`src/hw/sue_params.svh`:
```
`ifndef SUE_PARAMS_SVH
`define SUE_PARAMS_SVH

// ****************************************************************
// register word offsets
// ****************************************************************
`define SUE_OFS_STATUS      4'h0
`define SUE_OFS_FLAGS_PRI   4'h1
`define SUE_OFS_FLAGS_EXT   4'h2
`define SUE_OFS_RESTART_PRI 4'h3
`define SUE_OFS_RESTART_EXT 4'h4
`define SUE_OFS_IRQ_STAT    4'h5
`define SUE_OFS_IRQ_MASK    4'h6
`define SUE_OFS_DUP_MASK    4'h7

// ****************************************************************
// field positions
// ****************************************************************
`define SUE_STAT_HALT_BIT    0
`define SUE_STAT_SUMMARY_BIT 1
`define SUE_STAT_EXT_EN_BIT  2
`define SUE_IRQ_DUP_BIT      0
`define SUE_IRQ_REFRESH_BIT  1
`define SUE_IRQ_RESTART_BIT  2

// ****************************************************************
// reset values and counts
// ****************************************************************
`define SUE_RST_WORD         16'h0000
`define SUE_RST_IRQ_MASK     3'h0
`define SUE_PRI_UNITS        10
`define SUE_ALL_UNITS        16
`define SUE_WORDS_PER_UNIT   10
`define SUE_PRI_BASE         100
`define SUE_EXT_BASE         400
`define SUE_REFRESH_DIV      20

`endif

```
`src/hw/sue_pkg.sv`:
```
package sue_pkg;

  typedef logic [3:0]  sue_unit_no_t;
  typedef logic [15:0] sue_word_t;

  typedef struct packed {
    logic [3:0]  addr;
    logic [15:0] wdata;
    logic        wr;
    logic        rd;
  } sue_bus_req_t;

  typedef struct packed {
    logic        valid;
    logic [3:0]  unit;
    logic [9:0]  word_addr;
  } sue_refresh_t;

  typedef enum logic [1:0] {
    ST_POWER_UP,
    ST_SCAN,
    ST_HALTED
  } sue_state_t;

endpackage

```
`src/hw/sue_dup_det.sv`:
```
`timescale 1ns/1ps

// marks each unit number claimed by two or more slots
module sue_dup_det
  import sue_pkg::*;
#(
  parameter int N_SLOTS = 16
) (
  input  wire logic                       [N_SLOTS-1:0] present,  // slot occupied
  input  wire sue_pkg::sue_unit_no_t      [N_SLOTS-1:0] unit_no,  // switch setting
  output logic                            [15:0]        dup_mask, // duplicated numbers
  output logic                            [15:0]        used_mask // numbers in use
);

  always_comb begin
    dup_mask  = '0;
    used_mask = '0;
    for (int s = 0; s < N_SLOTS; s++) begin
      if (present[s]) begin
        if (used_mask[unit_no[s]]) begin
          dup_mask[unit_no[s]] = 1'b1;
        end
        used_mask[unit_no[s]] = 1'b1;
      end
    end
  end
endmodule

```
`src/hw/sue_supervisor.sv`:
```
// The address map and the address-and-strobe port were decided locally.
`timescale 1ns/1ps
`include "sue_params.svh"

// Overview of operation
// RULE_01: duplicated unit number sets summary bit and halts the user program.
// RULE_02: per-unit error flags show which unit number is duplicated.
// RULE_03: refresh error sets summary bit, stops only that unit, program runs.
// RULE_04: one error flag per unit 0..9, set on duplicate or refresh error.
// RULE_05: sixteen-unit variant mirrors the flags for units 0..15 in a second range.
// RULE_06: restart bit per unit 0..9; off-on-off toggle restarts that unit.
// RULE_07: software toggles restart after config changes or clearing an error.
// RULE_08: power-up restarts every unit as a restart toggle would.
// RULE_09: sixteen-unit variant accepts restart toggles for units 0..15 too.
// RULE_10: completed restart clears the unit flag; recurring error sets it again.
// RULE_11: each unit owns ten refresh words from 100 plus ten times its number; units 10..15 use 400 plus ten times (number minus 10) instead.
module sue_supervisor
  import sue_pkg::*;
#(
  parameter int N_SLOTS     = 16,
  parameter bit EXT_EN      = 1'b1,
  parameter int REFRESH_DIV = `SUE_REFRESH_DIV
) (
  input  wire logic                              clk_sys,        // 20 MHz system clock
  input  wire logic                              reset,          // async reset, high
  input  wire sue_pkg::sue_bus_req_t             bus_req,        // register request
  output logic                         [15:0]    bus_rdata,      // read data, next cycle
  input  wire logic                    [N_SLOTS-1:0] slot_present, // slot occupied
  input  wire sue_pkg::sue_unit_no_t   [N_SLOTS-1:0] slot_unit_no, // unit number switch
  input  wire logic                    [15:0]    refresh_err,    // refresh error per unit
  input  wire logic                    [15:0]    restart_done,   // unit finished restart
  output logic                         [15:0]    unit_restart,   // restart pulse per unit
  output logic                         [15:0]    unit_stop,      // unit held stopped
  output logic                                   program_halt,   // user program stopped
  output logic                                   special_unit_error_summary_bit, // summary
  output sue_pkg::sue_refresh_t                  refresh,        // refresh word slot
  output logic                                   irq             // level interrupt
);

  // ****************************************************************
  // helpers
  // ****************************************************************
  function automatic logic [9:0] unit_base(input logic [3:0] n);
    logic [9:0] b;
    if (n < 4'(`SUE_PRI_UNITS)) begin
      b = 10'(`SUE_PRI_BASE) + 10'(n) * 10'(`SUE_WORDS_PER_UNIT); // RULE_11
    end else begin
      b = 10'(`SUE_EXT_BASE) + 10'(n - 4'(`SUE_PRI_UNITS)) * 10'(`SUE_WORDS_PER_UNIT);
    end
    return b;
  endfunction

  function automatic logic [15:0] unit_range(input logic ext);
    return ext ? 16'hFFFF : 16'h03FF;
  endfunction

  // ****************************************************************
  // declarations
  // ****************************************************************
  logic [15:0]  range_mask;
  logic [15:0]  dup_mask;
  logic [15:0]  used_mask;
  logic [15:0]  flags_ff;
  logic [15:0]  dup_seen_ff;
  logic [15:0]  stop_ff;
  logic [15:0]  busy_ff;
  logic [15:0]  restart_pri_ff;
  logic [15:0]  restart_ext_ff;
  logic [15:0]  restart_level;
  logic [15:0]  toggle_pulse;
  logic [15:0]  restart_fire;
  logic [15:0]  err_set;
  logic [15:0]  done_clr;
  logic [15:0]  rdata_ff;
  logic [15:0]  nxt_rdata;
  logic [2:0]   irq_stat_ff;
  logic [2:0]   irq_mask_ff;
  logic [2:0]   irq_event;
  logic         halt_ff;
  logic         por_fire;
  logic         tick;
  logic [7:0]   div_ff;
  logic [3:0]   scan_unit_ff;
  logic [3:0]   scan_word_ff;
  sue_refresh_t refresh_ff;
  sue_state_t   state_ff;
  sue_state_t   nxt_state;
  logic         rd_stat;

  assign range_mask = unit_range(EXT_EN);

  // ****************************************************************
  // duplicate detection
  // ****************************************************************
  sue_dup_det #(
    .N_SLOTS (N_SLOTS)
  ) u_dup (
    .present   (slot_present),
    .unit_no   (slot_unit_no),
    .dup_mask  (dup_mask),
    .used_mask (used_mask)
  );

  // a duplicate stops everything until power is cycled
  always_ff @(posedge clk_sys or posedge reset) begin
    if (reset) begin
      halt_ff <= 1'b0;
    end else if (|dup_mask) begin
      halt_ff <= 1'b1; // RULE_01
    end
  end

  always_ff @(posedge clk_sys or posedge reset) begin
    if (reset) begin
      dup_seen_ff <= '0;
    end else begin
      dup_seen_ff <= dup_seen_ff | dup_mask; // RULE_02
    end
  end

  // ****************************************************************
  // state machine
  // ****************************************************************
  always_comb begin
    nxt_state = state_ff;
    case (state_ff)
      ST_POWER_UP: begin
        nxt_state = ST_SCAN;
      end
      ST_SCAN: begin
        if (|dup_mask) begin
          nxt_state = ST_HALTED;
        end
      end
      ST_HALTED: begin
        nxt_state = ST_HALTED;
      end
      default: begin
        nxt_state = ST_HALTED;
      end
    endcase
  end

  always_ff @(posedge clk_sys or posedge reset) begin
    if (reset) begin
      state_ff <= ST_POWER_UP;
    end else begin
      state_ff <= nxt_state;
    end
  end

  // power-up restarts all units once, as a toggle of every bit would
  assign por_fire = (state_ff == ST_POWER_UP); // RULE_08

  // ****************************************************************
  // restart bits
  // ****************************************************************
  // with EXT_EN both ranges are ored; toggling either one restarts the unit while the other range's bit stays off
  assign restart_level = (restart_pri_ff & 16'h03FF)
                       | (EXT_EN ? restart_ext_ff : 16'h0000); // RULE_09

  sue_toggle_det #(
    .W (16)
  ) u_toggle (
    .clk_sys (clk_sys),
    .reset   (reset),
    .level   (restart_level),
    .pulse   (toggle_pulse)
  );

  assign restart_fire = ((por_fire ? 16'hFFFF : 16'h0000) | toggle_pulse) & range_mask;

  always_ff @(posedge clk_sys or posedge reset) begin
    if (reset) begin
      unit_restart <= '0;
    end else begin
      unit_restart <= restart_fire; // RULE_06
    end
  end

  always_ff @(posedge clk_sys or posedge reset) begin
    if (reset) begin
      busy_ff <= '0;
    end else begin
      busy_ff <= (busy_ff & ~restart_done) | restart_fire;
    end
  end

  assign done_clr = busy_ff & restart_done;

  // ****************************************************************
  // error flags and unit stop
  // ****************************************************************
  // refresh errors from empty numbers or units already stopped are ignored
  assign err_set = (dup_mask | (refresh_err & used_mask & ~stop_ff)) & range_mask;

  // set wins over a restart completing in the same cycle
  always_ff @(posedge clk_sys or posedge reset) begin
    if (reset) begin
      flags_ff <= '0;
    end else begin
      flags_ff <= (flags_ff & ~done_clr) | err_set; // RULE_04 RULE_10
    end
  end

  always_ff @(posedge clk_sys or posedge reset) begin
    if (reset) begin
      stop_ff <= '0;
    end else begin
      stop_ff <= (stop_ff & ~done_clr) | (err_set & ~dup_mask); // RULE_03
    end
  end

  assign unit_stop    = stop_ff | (halt_ff ? range_mask : 16'h0000);
  assign program_halt = halt_ff;
  assign special_unit_error_summary_bit = halt_ff | (|flags_ff); // RULE_01 RULE_03

  // ****************************************************************
  // refresh scan
  // ****************************************************************
  always_ff @(posedge clk_sys or posedge reset) begin
    if (reset) begin
      div_ff <= '0;
    end else if (div_ff == 8'(REFRESH_DIV - 1)) begin
      div_ff <= '0;
    end else begin
      div_ff <= div_ff + 8'h01;
    end
  end

  assign tick = (div_ff == 8'(REFRESH_DIV - 1)) && (state_ff == ST_SCAN);

  always_ff @(posedge clk_sys or posedge reset) begin
    if (reset) begin
      scan_word_ff <= '0;
      scan_unit_ff <= '0;
    end else if (tick) begin
      if (scan_word_ff == 4'(`SUE_WORDS_PER_UNIT - 1)) begin
        scan_word_ff <= '0;
        if (scan_unit_ff == (EXT_EN ? 4'hF : 4'(`SUE_PRI_UNITS - 1))) begin
          scan_unit_ff <= '0;
        end else begin
          scan_unit_ff <= scan_unit_ff + 4'h1;
        end
      end else begin
        scan_word_ff <= scan_word_ff + 4'h1;
      end
    end
  end

  // stopped or restarting units get no refresh traffic
  always_ff @(posedge clk_sys or posedge reset) begin
    if (reset) begin
      refresh_ff <= '0;
    end else begin
      refresh_ff.valid     <= tick && used_mask[scan_unit_ff] && !stop_ff[scan_unit_ff]
                              && !busy_ff[scan_unit_ff] && !halt_ff; // RULE_03
      refresh_ff.unit      <= scan_unit_ff;
      refresh_ff.word_addr <= unit_base(scan_unit_ff) + 10'(scan_word_ff); // RULE_11
    end
  end

  assign refresh = refresh_ff;

  // ****************************************************************
  // register writes
  // ****************************************************************
  always_ff @(posedge clk_sys or posedge reset) begin
    if (reset) begin
      restart_pri_ff <= `SUE_RST_WORD;
      restart_ext_ff <= `SUE_RST_WORD;
    end else if (bus_req.wr) begin
      if (bus_req.addr == `SUE_OFS_RESTART_PRI) begin
        restart_pri_ff <= bus_req.wdata & 16'h03FF;
      end
      if (bus_req.addr == `SUE_OFS_RESTART_EXT) begin
        restart_ext_ff <= bus_req.wdata;
      end
    end
  end

  always_ff @(posedge clk_sys or posedge reset) begin
    if (reset) begin
      irq_mask_ff <= `SUE_RST_IRQ_MASK;
    end else if (bus_req.wr && bus_req.addr == `SUE_OFS_IRQ_MASK) begin
      irq_mask_ff <= bus_req.wdata[2:0];
    end
  end

  // ****************************************************************
  // interrupts
  // ****************************************************************
  always_comb begin
    irq_event = '0;
    irq_event[`SUE_IRQ_DUP_BIT]     = |dup_mask;
    irq_event[`SUE_IRQ_REFRESH_BIT] = |(err_set & ~dup_mask);
    irq_event[`SUE_IRQ_RESTART_BIT] = |done_clr;
  end

  assign rd_stat = bus_req.rd && (bus_req.addr == `SUE_OFS_IRQ_STAT);

  // read clears, but an event in the same cycle survives
  always_ff @(posedge clk_sys or posedge reset) begin
    if (reset) begin
      irq_stat_ff <= '0;
    end else begin
      irq_stat_ff <= (rd_stat ? 3'h0 : irq_stat_ff) | irq_event;
    end
  end

  assign irq = |(irq_stat_ff & irq_mask_ff);

  // ****************************************************************
  // register reads
  // ****************************************************************
  always_comb begin
    nxt_rdata = '0;
    case (bus_req.addr)
      `SUE_OFS_STATUS: begin
        nxt_rdata[`SUE_STAT_HALT_BIT]    = halt_ff;
        nxt_rdata[`SUE_STAT_SUMMARY_BIT] = special_unit_error_summary_bit;
        nxt_rdata[`SUE_STAT_EXT_EN_BIT]  = EXT_EN;
      end
      `SUE_OFS_FLAGS_PRI:   nxt_rdata = flags_ff & 16'h03FF; // RULE_04
      `SUE_OFS_FLAGS_EXT:   nxt_rdata = EXT_EN ? flags_ff : 16'h0000; // RULE_05
      `SUE_OFS_RESTART_PRI: nxt_rdata = restart_pri_ff;
      `SUE_OFS_RESTART_EXT: nxt_rdata = restart_ext_ff;
      `SUE_OFS_IRQ_STAT:    nxt_rdata = {13'h0000, irq_stat_ff};
      `SUE_OFS_IRQ_MASK:    nxt_rdata = {13'h0000, irq_mask_ff};
      `SUE_OFS_DUP_MASK:    nxt_rdata = dup_seen_ff & range_mask; // RULE_02
      default:              nxt_rdata = '0;
    endcase
  end

  always_ff @(posedge clk_sys or posedge reset) begin
    if (reset) begin
      rdata_ff <= '0;
    end else if (bus_req.rd) begin
      rdata_ff <= nxt_rdata;
    end else begin
      rdata_ff <= '0;
    end
  end

  assign bus_rdata = rdata_ff;
endmodule

```
`src/hw/sue_toggle_det.sv`:
```
`timescale 1ns/1ps

// off -> on -> off detector, one per bit
module sue_toggle_det #(
  parameter int W = 16
) (
  input  wire logic         clk_sys, // system clock
  input  wire logic         reset,   // async reset, active high
  input  wire logic [W-1:0] level,   // restart request levels
  output logic      [W-1:0] pulse    // one-cycle restart event
);

  logic [W-1:0] prev_ff;
  logic [W-1:0] seen_on_ff;

  always_ff @(posedge clk_sys or posedge reset) begin
    if (reset) begin
      prev_ff <= '0;
    end else begin
      prev_ff <= level;
    end
  end

  // prev_ff resets to off, so a bit held on across reset release counts as
  // coming from off and fires a restart when it next goes off
  always_ff @(posedge clk_sys or posedge reset) begin
    if (reset) begin
      seen_on_ff <= '0;
    end else begin
      seen_on_ff <= (seen_on_ff | (level & ~prev_ff)) & level;
    end
  end

  assign pulse = seen_on_ff & ~level; // RULE_06
endmodule

```
`config.mk`:
```
export PLATFORM = sky130hd
export DESIGN_NAME = sue_supervisor
export DESIGN_NICKNAME = d
export VERILOG_FILES = /design/src/hw/sue_pkg.sv /design/src/hw/sue_dup_det.sv /design/src/hw/sue_supervisor.sv /design/src/hw/sue_toggle_det.sv
export VERILOG_INCLUDE_DIRS = /design/src /design/src/hw
export SDC_FILE = /design/constraint.sdc
export NUM_CORES = 1
export LEC_CHECK = 0
export BUFFER_PORTS_ARGS = -buffer_cell sky130_fd_sc_hd__clkbuf_2
export CELL_PAD_IN_SITES_DETAIL_PLACEMENT = 1
export CELL_PAD_IN_SITES_GLOBAL_PLACEMENT = 2
export CORE_MARGIN = 4
export CORE_UTILIZATION = 34
export CTS_CLUSTER_DIAMETER = 40
export DETAILED_ROUTE_END_ITERATION = 10
export HOLD_SLACK_MARGIN = 0.05
export PLACE_DENSITY_LB_ADDON = 0.05
export SLEW_MARGIN = 20
export SYNTH_ARGS = -nofsm -noshare
export SYNTH_HDL_FRONTEND = slang
export SYNTH_HIERARCHICAL = 1
export SYNTH_SLANG_ARGS = --single-unit
```
`constraint.sdc`:
```
create_clock -name clk_sys -period 12.4 [get_ports clk_sys]
set_input_delay 0.62 -clock clk_sys [delete_from_list [all_inputs] [get_ports clk_sys]]
set_output_delay 0.62 -clock clk_sys [all_outputs]
set_load 0.1 [all_outputs]
```
-- Word level (Yosys, flattened, before mapping)
Memories as Yosys holds them, arrays and structs flattened.
Index checks and enable logic that the tools add are counted.
- memories kept: 1
- logic and storage cells: 300
- input bits: 136
- bits in read-only memories: 16
- flip-flop bits (word level): 194
- memory list (memory ; depth ; bits a word ; rd ports ; clocked after memory_dff ; write ports ; line ; text):
    (no name shown) ; 16 ; 1 ; 1 ; 0 ; 0 ; sue_dup_det.sv:20 ; if (used_mask[unit_no[s]]) begin
- eq/ne operators: 12
- add/sub/neg operators: 7
- muxes and demuxes: 129
- bitwise operators: 58
- magnitude comparators: 34
- $mul: 2
- reductions and logical operators: 37
- operators with widths (operator ; number):
    $mux W16 ; 51
    $or A16 B16 Y16 ; 38
    $and A16 B16 Y16 ; 10
    $not A16 Y16 ; 6
    $lt A4 B5 Y1 const B ; 17
    $bmux W1 S4 ; 18
    $pmux W13 S5 ; 1
    $demux W1 S4 ; 16
    $ge A4 B1 Y1 const B ; 16
    $reduce_or A16 Y1 ; 4
    $mux W1 ; 35
    $logic_and A1 B1 Y1 ; 23
    $pmux W3 S7 ; 1
    $eq A4 B3 Y1 const B ; 4
    $or A10 B16 Y16 ; 1
    $add A10 B4 Y10 ; 1
    $add A9 B10 Y10 const A ; 1
    $mul A10 B3 Y9 const B ; 1
    $mux W10 ; 1
    $add A7 B8 Y9 const A ; 1
    $add A4 B1 Y4 const B ; 2
    $add A8 B1 Y8 const B ; 1
    $eq A4 B2 Y1 const B ; 2
    $eq A4 B4 Y1 const B ; 2
    other kinds (21) ; 26

-- Logic depth before layout (Yosys ltp)
- depth in word-level cells: 55
- mapped depth: 16
- depth with buffers taken out: 15

-- Hierarchy
The synthesis kept the hierarchy.
- modules (own cells, without submodules) (module ; cells each ; times used ; sequential area each (um^2) ; area each (um^2)):
    sue_supervisor ; 696 ; 1 ; 4053.9 ; 7643.6
    sue_dup_det ; 1090 ; 1 ; 0.0 ; 6465.0
    sue_toggle_det ; 81 ; 1 ; 800.8 ; 1097.3

-- Worst setup path before layout
No wires, ideal clock.
- kind: register -> register
- from: register scan_unit_ff[2]
- to: register refresh_ff (netlist bit refresh[9])
- arrival time: 3.624 ns
- path buffers: 1
- setup time: 0.127 ns
- stages on the path, launching flop included: 16
- setup slack: 8.649 ns
- cell sequence: dfrtp_1 -> clkbuf_1 -> inv_1 -> ha_1 -> inv_1 -> ha_1 -> ha_1 -> ha_1 -> fa_1 -> xor2_1 -> and3_4 -> xnor3_1 -> mux2i_4 -> nand4b_1 -> a21o_1 -> xor2_1
- word-level cells in the longest chain between the ends: 5
- elaborated cells between the ends (all ways): 8
- those cells by class: add/sub (4); mul (2); order compare (1); mux (1)
- RTL lines (what ; line ; text):
    start, declared ; sue_supervisor.sv:83 ; logic [3:0] scan_unit_ff;
    start signal, assigned ; sue_supervisor.sv:243 ; scan_unit_ff <= scan_unit_ff + 4'h1;
    $sub A4 B4 Y5 ; sue_supervisor.sv:48 ; b = 10'(`SUE_EXT_BASE) + 10'(n - 4'(`SUE_PRI_UNITS)) * 10'(`SUE_WORDS_PER_UNIT);
    $mul A10 B3 Y9 ; sue_supervisor.sv:48 ;
    $add A9 B10 Y10 ; sue_supervisor.sv:48 ;
    $mux W10 (*) ; sue_supervisor.sv:45 ; if (n < 4'(`SUE_PRI_UNITS)) begin
    $add A10 B4 Y10 (*) ; sue_supervisor.sv:259 ; refresh_ff.word_addr <= unit_base(scan_unit_ff) + 10'(scan_word_ff);
    end, declared ; sue_supervisor.sv:85 ; sue_refresh_t refresh_ff;
Every way passes the cells marked *; elsewhere a longest branch is shown, timed or not.
A chain may end at the register's enable or synchronous reset.

-- Worst setup path after layout
- from: input port slot_unit_no[12] in the netlist's numbering
- to: register halt_ff (netlist: program_halt)
- word-level cells in the longest chain between the ends: 44
- elaborated cells between the ends (all ways): 95
- those cells by class: order compare (2); mux (66); bitwise (25); reduce/logical (2)
- RTL lines (what ; line ; text):
    start, declared ; sue_supervisor.sv:29 ; input wire sue_pkg::sue_unit_no_t [N_SLOTS-1:0] slot_unit_no,
    $lt A4 B5 Y1 (not written as such) / $ge A4 B1 Y1 (equally long branches) ; sue_dup_det.sv:21, sue_dup_det.sv:23 ;
    $logic_and A1 B1 Y1 (not written as such) ; sue_dup_det.sv:21, sue_dup_det.sv:23 ;
    $mux W1 (not written as such) ; sue_dup_det.sv:21, sue_dup_det.sv:23 ;
    $demux W1 S4 ; n/a ;
    $or A16 B16 Y16 (no line) ; n/a ;
    $mux W16 (on tied branches) ; sue_dup_det.sv:19, sue_dup_det.sv:20 ;
    $bmux W1 S4 / $mux W16 (equally long branches) ; sue_dup_det.sv:20, sue_dup_det.sv:19 ;
    $mux W1 (not written as such) / $or A16 B16 Y16 (equally long branches) ; n/a ;
    (+29 left out) ; n/a ;
    $or A16 B16 Y16 (no line) ; n/a ;
    $mux W16 ; sue_dup_det.sv:20 ;
    $mux W16 ; sue_dup_det.sv:19 ; if (present[s]) begin
    $or A16 B16 Y16 (no line) ; n/a ;
    $mux W16 ; sue_dup_det.sv:20 ;
    $mux W16 (*) ; sue_dup_det.sv:19 ;
    via dup_mask[10] ; sue_supervisor.sv:61 ; logic [15:0] dup_mask;
    $reduce_or A16 Y1 (*) ; sue_supervisor.sv:108 ; end else if (|dup_mask) begin
    end signal, assigned ; sue_supervisor.sv:107 ; halt_ff <= 1'b0;
    end signal, assigned ; sue_supervisor.sv:109 ; halt_ff <= 1'b1;
    end, declared ; sue_supervisor.sv:79 ; logic halt_ff;
Mark *: on every way through the listed nets, which the timed path passes. The rest lies on a longest branch. The select of a mux whose other input is x is not followed.

==> results.md <==
* Synth top area cells: dfrtp_1 (32%), nor2_1 (5.5%), nand2_1 (4.9%), or2_2 (3.0%), nand3_1 (2.4%)
* Maxcap violations at 0
* Most common cell in the synthesized netlist: nor2_1
* FF-to-FF Start: scan_unit_ff[1]
* # rows at 77
* Total number of vias at 16,500
* Total power at 2280 uW
* Initial Utilization at 34.4%
* Worst reg2reg path depth at 15
* Drt first pass iters at 5
* Area growth syn-to-layout at 14.0%
* Die area at 0.0482 sq mm
* Metal1 wirelength at 33,600 um
* Final Util at 39.2%
* R2R Path End: refresh[9]
* Maximum vdd drop at 145 uV
* Routed Wire Length at 78,100 um
* Reg clk slew, reported paths at 80 ps
* Vias in the first global route at 16,500
* RSZ-0062 raised after global routing: no
* Post-synth top area cell: dfrtp_1
* Layout cells sized above 1 at 20.1%
* Core box area at 0.0442 sq mm
* Asr flop ratio synth at 100%
* Worst EP required at 12,730 ps
* Final hold violations at 0
* DR top layer: met5
* Sum Neg Setup Slack at 0 ps
* Gates resized, CTS repair at 0
* Sequential share of the synthesized area at 31.9%
* DRC at 0
* Placed inst area at 0.0168 sq mm
* # H-tree levels at 4
* Clock buffer depth at 2
* Area occupied by registers at 0.00485 sq mm
* CP Max Fanout at 11
* R2R Setup Slk at 8400 ps
* GRT overflow at 0
* Syn_area_per_cell at 8.14 sq um
* Hpwl dp at 65,100 um
* Crit path buf inv count at 1
* Min cycle time layout at 5360 ps
* Status: complete, no violations
* DR WL met2 at 35,000 um
* Post-route cell area at 0.0173 sq mm
* CP startpoint: slot_unit_no[12]
* Synth Register Bits at 194
* CTS sink cnt at 194
* Layout Nets at 2,192
* Clock root buffer master: clkbuf_16
* Slowest Stage Delay on Critical Path at 660 ps
* Post-route ant nets at 0
* GP Congestion at 1.06
* Fin Hold WS at 296 ps
* CP Class: input pin to register
* Per-cell routed wire length at 29.6 um
* DR vias/cell at 6.27
* Max_slew headroom at 24.8%
* Largest net degree at the start of global routing at 100
* Io pins at 202
* Post-CTS setup buffers at 0
* CP Cell Sequence: clkbuf_2 > nand2b_1 > o22ai_2 > nor4b_2 > nand2_2 > nor4_2 > o21ai_0 > maj3_1 > a31oi_1 > nand4_1 > nor4_1 > nand4_1 > or2_2
* I/O Buffers at 201
* Number of synthesized flops with an enable pin at 0
* Synth top area share at 31.9%
* Fmax at 186 MHz
* Final setup vio count at 0
* Worst skew pair latency at 450 ps
* Crit-path leading delay family: simple AND/OR/NAND/NOR gates
* Cells after Synth at 1,867
* Met3 WL at 6650 um
* DRT iter0 DRCs at 1,571
* Synth cell types at 110
* CTS tree: done
* Total track usage at 31.7%
* Filler cells at 5,383
* Pwr Density at 131 mW/mm^2
* CP endpoint: program_halt
* CTS Buf Count at 17
* Area of the multi-input gates at 0.00985 sq mm
* Top post-synthesis cells by count: nor2_1 (222), nand2_1 (199), dfrtp_1 (194)
* Post-CTS Hold Buffers at 0
* Pins Over Slew Limit at 0
* Top_reg_cell synth: dfrtp_1
* Setup clock skew after layout at 9.72 ps
* WP depth at 13
* Critical Path Source Type: input pin
* CP dominant cell by count: nand4_1
* Die H at 219 um
* Synth Cell Area at 0.0152 sq mm
* Critical path capture point type: register
* Worst slew pin tran at 1120 ps
* Period utilization at 43.2%
* Tightest Hold Check Type: input pin to async pin
* Die X-Extent at 219 um
* CP max stage cell: nor4b_2
* First-pass GRT wire length at 112,000 um
* Initial antenna violation count at 1
* Syn Nets at 2,027
* Crit path DAT at 5690 ps
* Lkg Pwr at 0.00741 uW
* Synth Warn # at 6
state kept, by name (all words and copies together) (netlist names):
signal	count
flags_ff	16
state_ff	2
restart_pri_ff	10
bus_rdata	16
refresh	15
restart_ext_ff	16
busy_ff	16
irq_mask_ff	3
dup_seen_ff	16
scan_word_ff	4
program_halt	1
stop_ff	16
irq_stat_ff	3
u_toggle/prev_ff	16
unit_restart	16
div_ff	8
u_toggle/seen_on_ff	16
scan_unit_ff	4
how the worst min path moves through the flow:
stage,start,endpoint,slack [ps],cells after the start
5_1_grt,reset,u_toggle/seen_on_ff[11],330,3
3_3_place_gp,u_toggle/prev_ff[15],u_toggle/seen_on_ff[15],400,1
3_5_place_dp,u_toggle/prev_ff[15],u_toggle/seen_on_ff[15],410,1
4_1_cts,reset,u_toggle/seen_on_ff[12],300,3
2_1_floorplan,u_toggle/prev_ff[13],u_toggle/seen_on_ff[13],390,1
6_report,reset,u_toggle/seen_on_ff[12],300,3
cells by family (layout without fill, tap and decap cells):
family,Yosys count,in the layout,synth area share [%]
DFF,194,194,31.9
AOI/OAI and AO/OA,442,442,21.3
muxes,37,37,3.03
other,0,2,0
adders and majority gates,33,33,2.72
buffers and inverters,123,301,3.37
xor gates and xnor gates,27,27,1.65
and+or+nand+nor,1011,1011,36.1
placed cells by master (no fill, tap or decap), drive strengths merged, types with 27 or more instances in the layout:
master,n
a21o,40
a21oi,45
a22oi,40
a31oi,27
clkbuf,219
dfrtp,194
inv,61
mux2,32
nand2,201
nand2b,46
nand3,75
nand3b,44
nand4,42
nor2,222
nor2b,36
nor3,71
nor4,40
o21ai,54
o22ai,47
or2,73
worst reg2reg max path: cells and delay by family, from the launching register on:
family / cells / cell delay [ps]
xor gates and xnor gates: 3 / 760
AOI/OAI and AO/OA: 1 / 190
DFF: 1 / 360
adders and majority gates: 5 / 1540
and+or+nand+nor: 2 / 380
muxes: 1 / 190
buffers and inverters: 3 / 500
metrics by stage:
stage	cells	setup WS [ps]
floorplan	1867	7400
detailed placement	2605	6780
global placement	2605	6740
finish	2639	7040
CTS	2637	7260
global route	2638	6980
layout make-up:
| type | instances | share of cell area, % |
|---|---|---|
| flip-flops and latches | 194 | 28.0 |
| well taps | 592 | 4.27 |
| clock buffers | 18 | 2.47 |
| inverters | 55 | 1.22 |
| diodes | 2 | 0.0289 |
| multi-input cells | 1550 | 56.8 |
| clock inverters | 14 | 0.830 |
| repair buffers | 214 | 6.36 |
per-layer routing:
metal / up-vias / global-route usage [%]
li1: 7318 / -
met1: 8329 / 42.4
met2: 727 / 49.5
met3: 161 / 8.67
met4: 2 / 10.3
met5: - / 1.46
power by group:
| group | internal (uW) | leakage (uW) | switching [uW] |
|---|---|---|---|
| Clock | 267 | 0.000268 | 276 |
| Sequential | 787 | 0.00234 | 123 |
| Combinational | 250 | 0.00480 | 574 |
| Total | 1300 | 0.00741 | 973 |
Power figures use the tool's default switching activity.
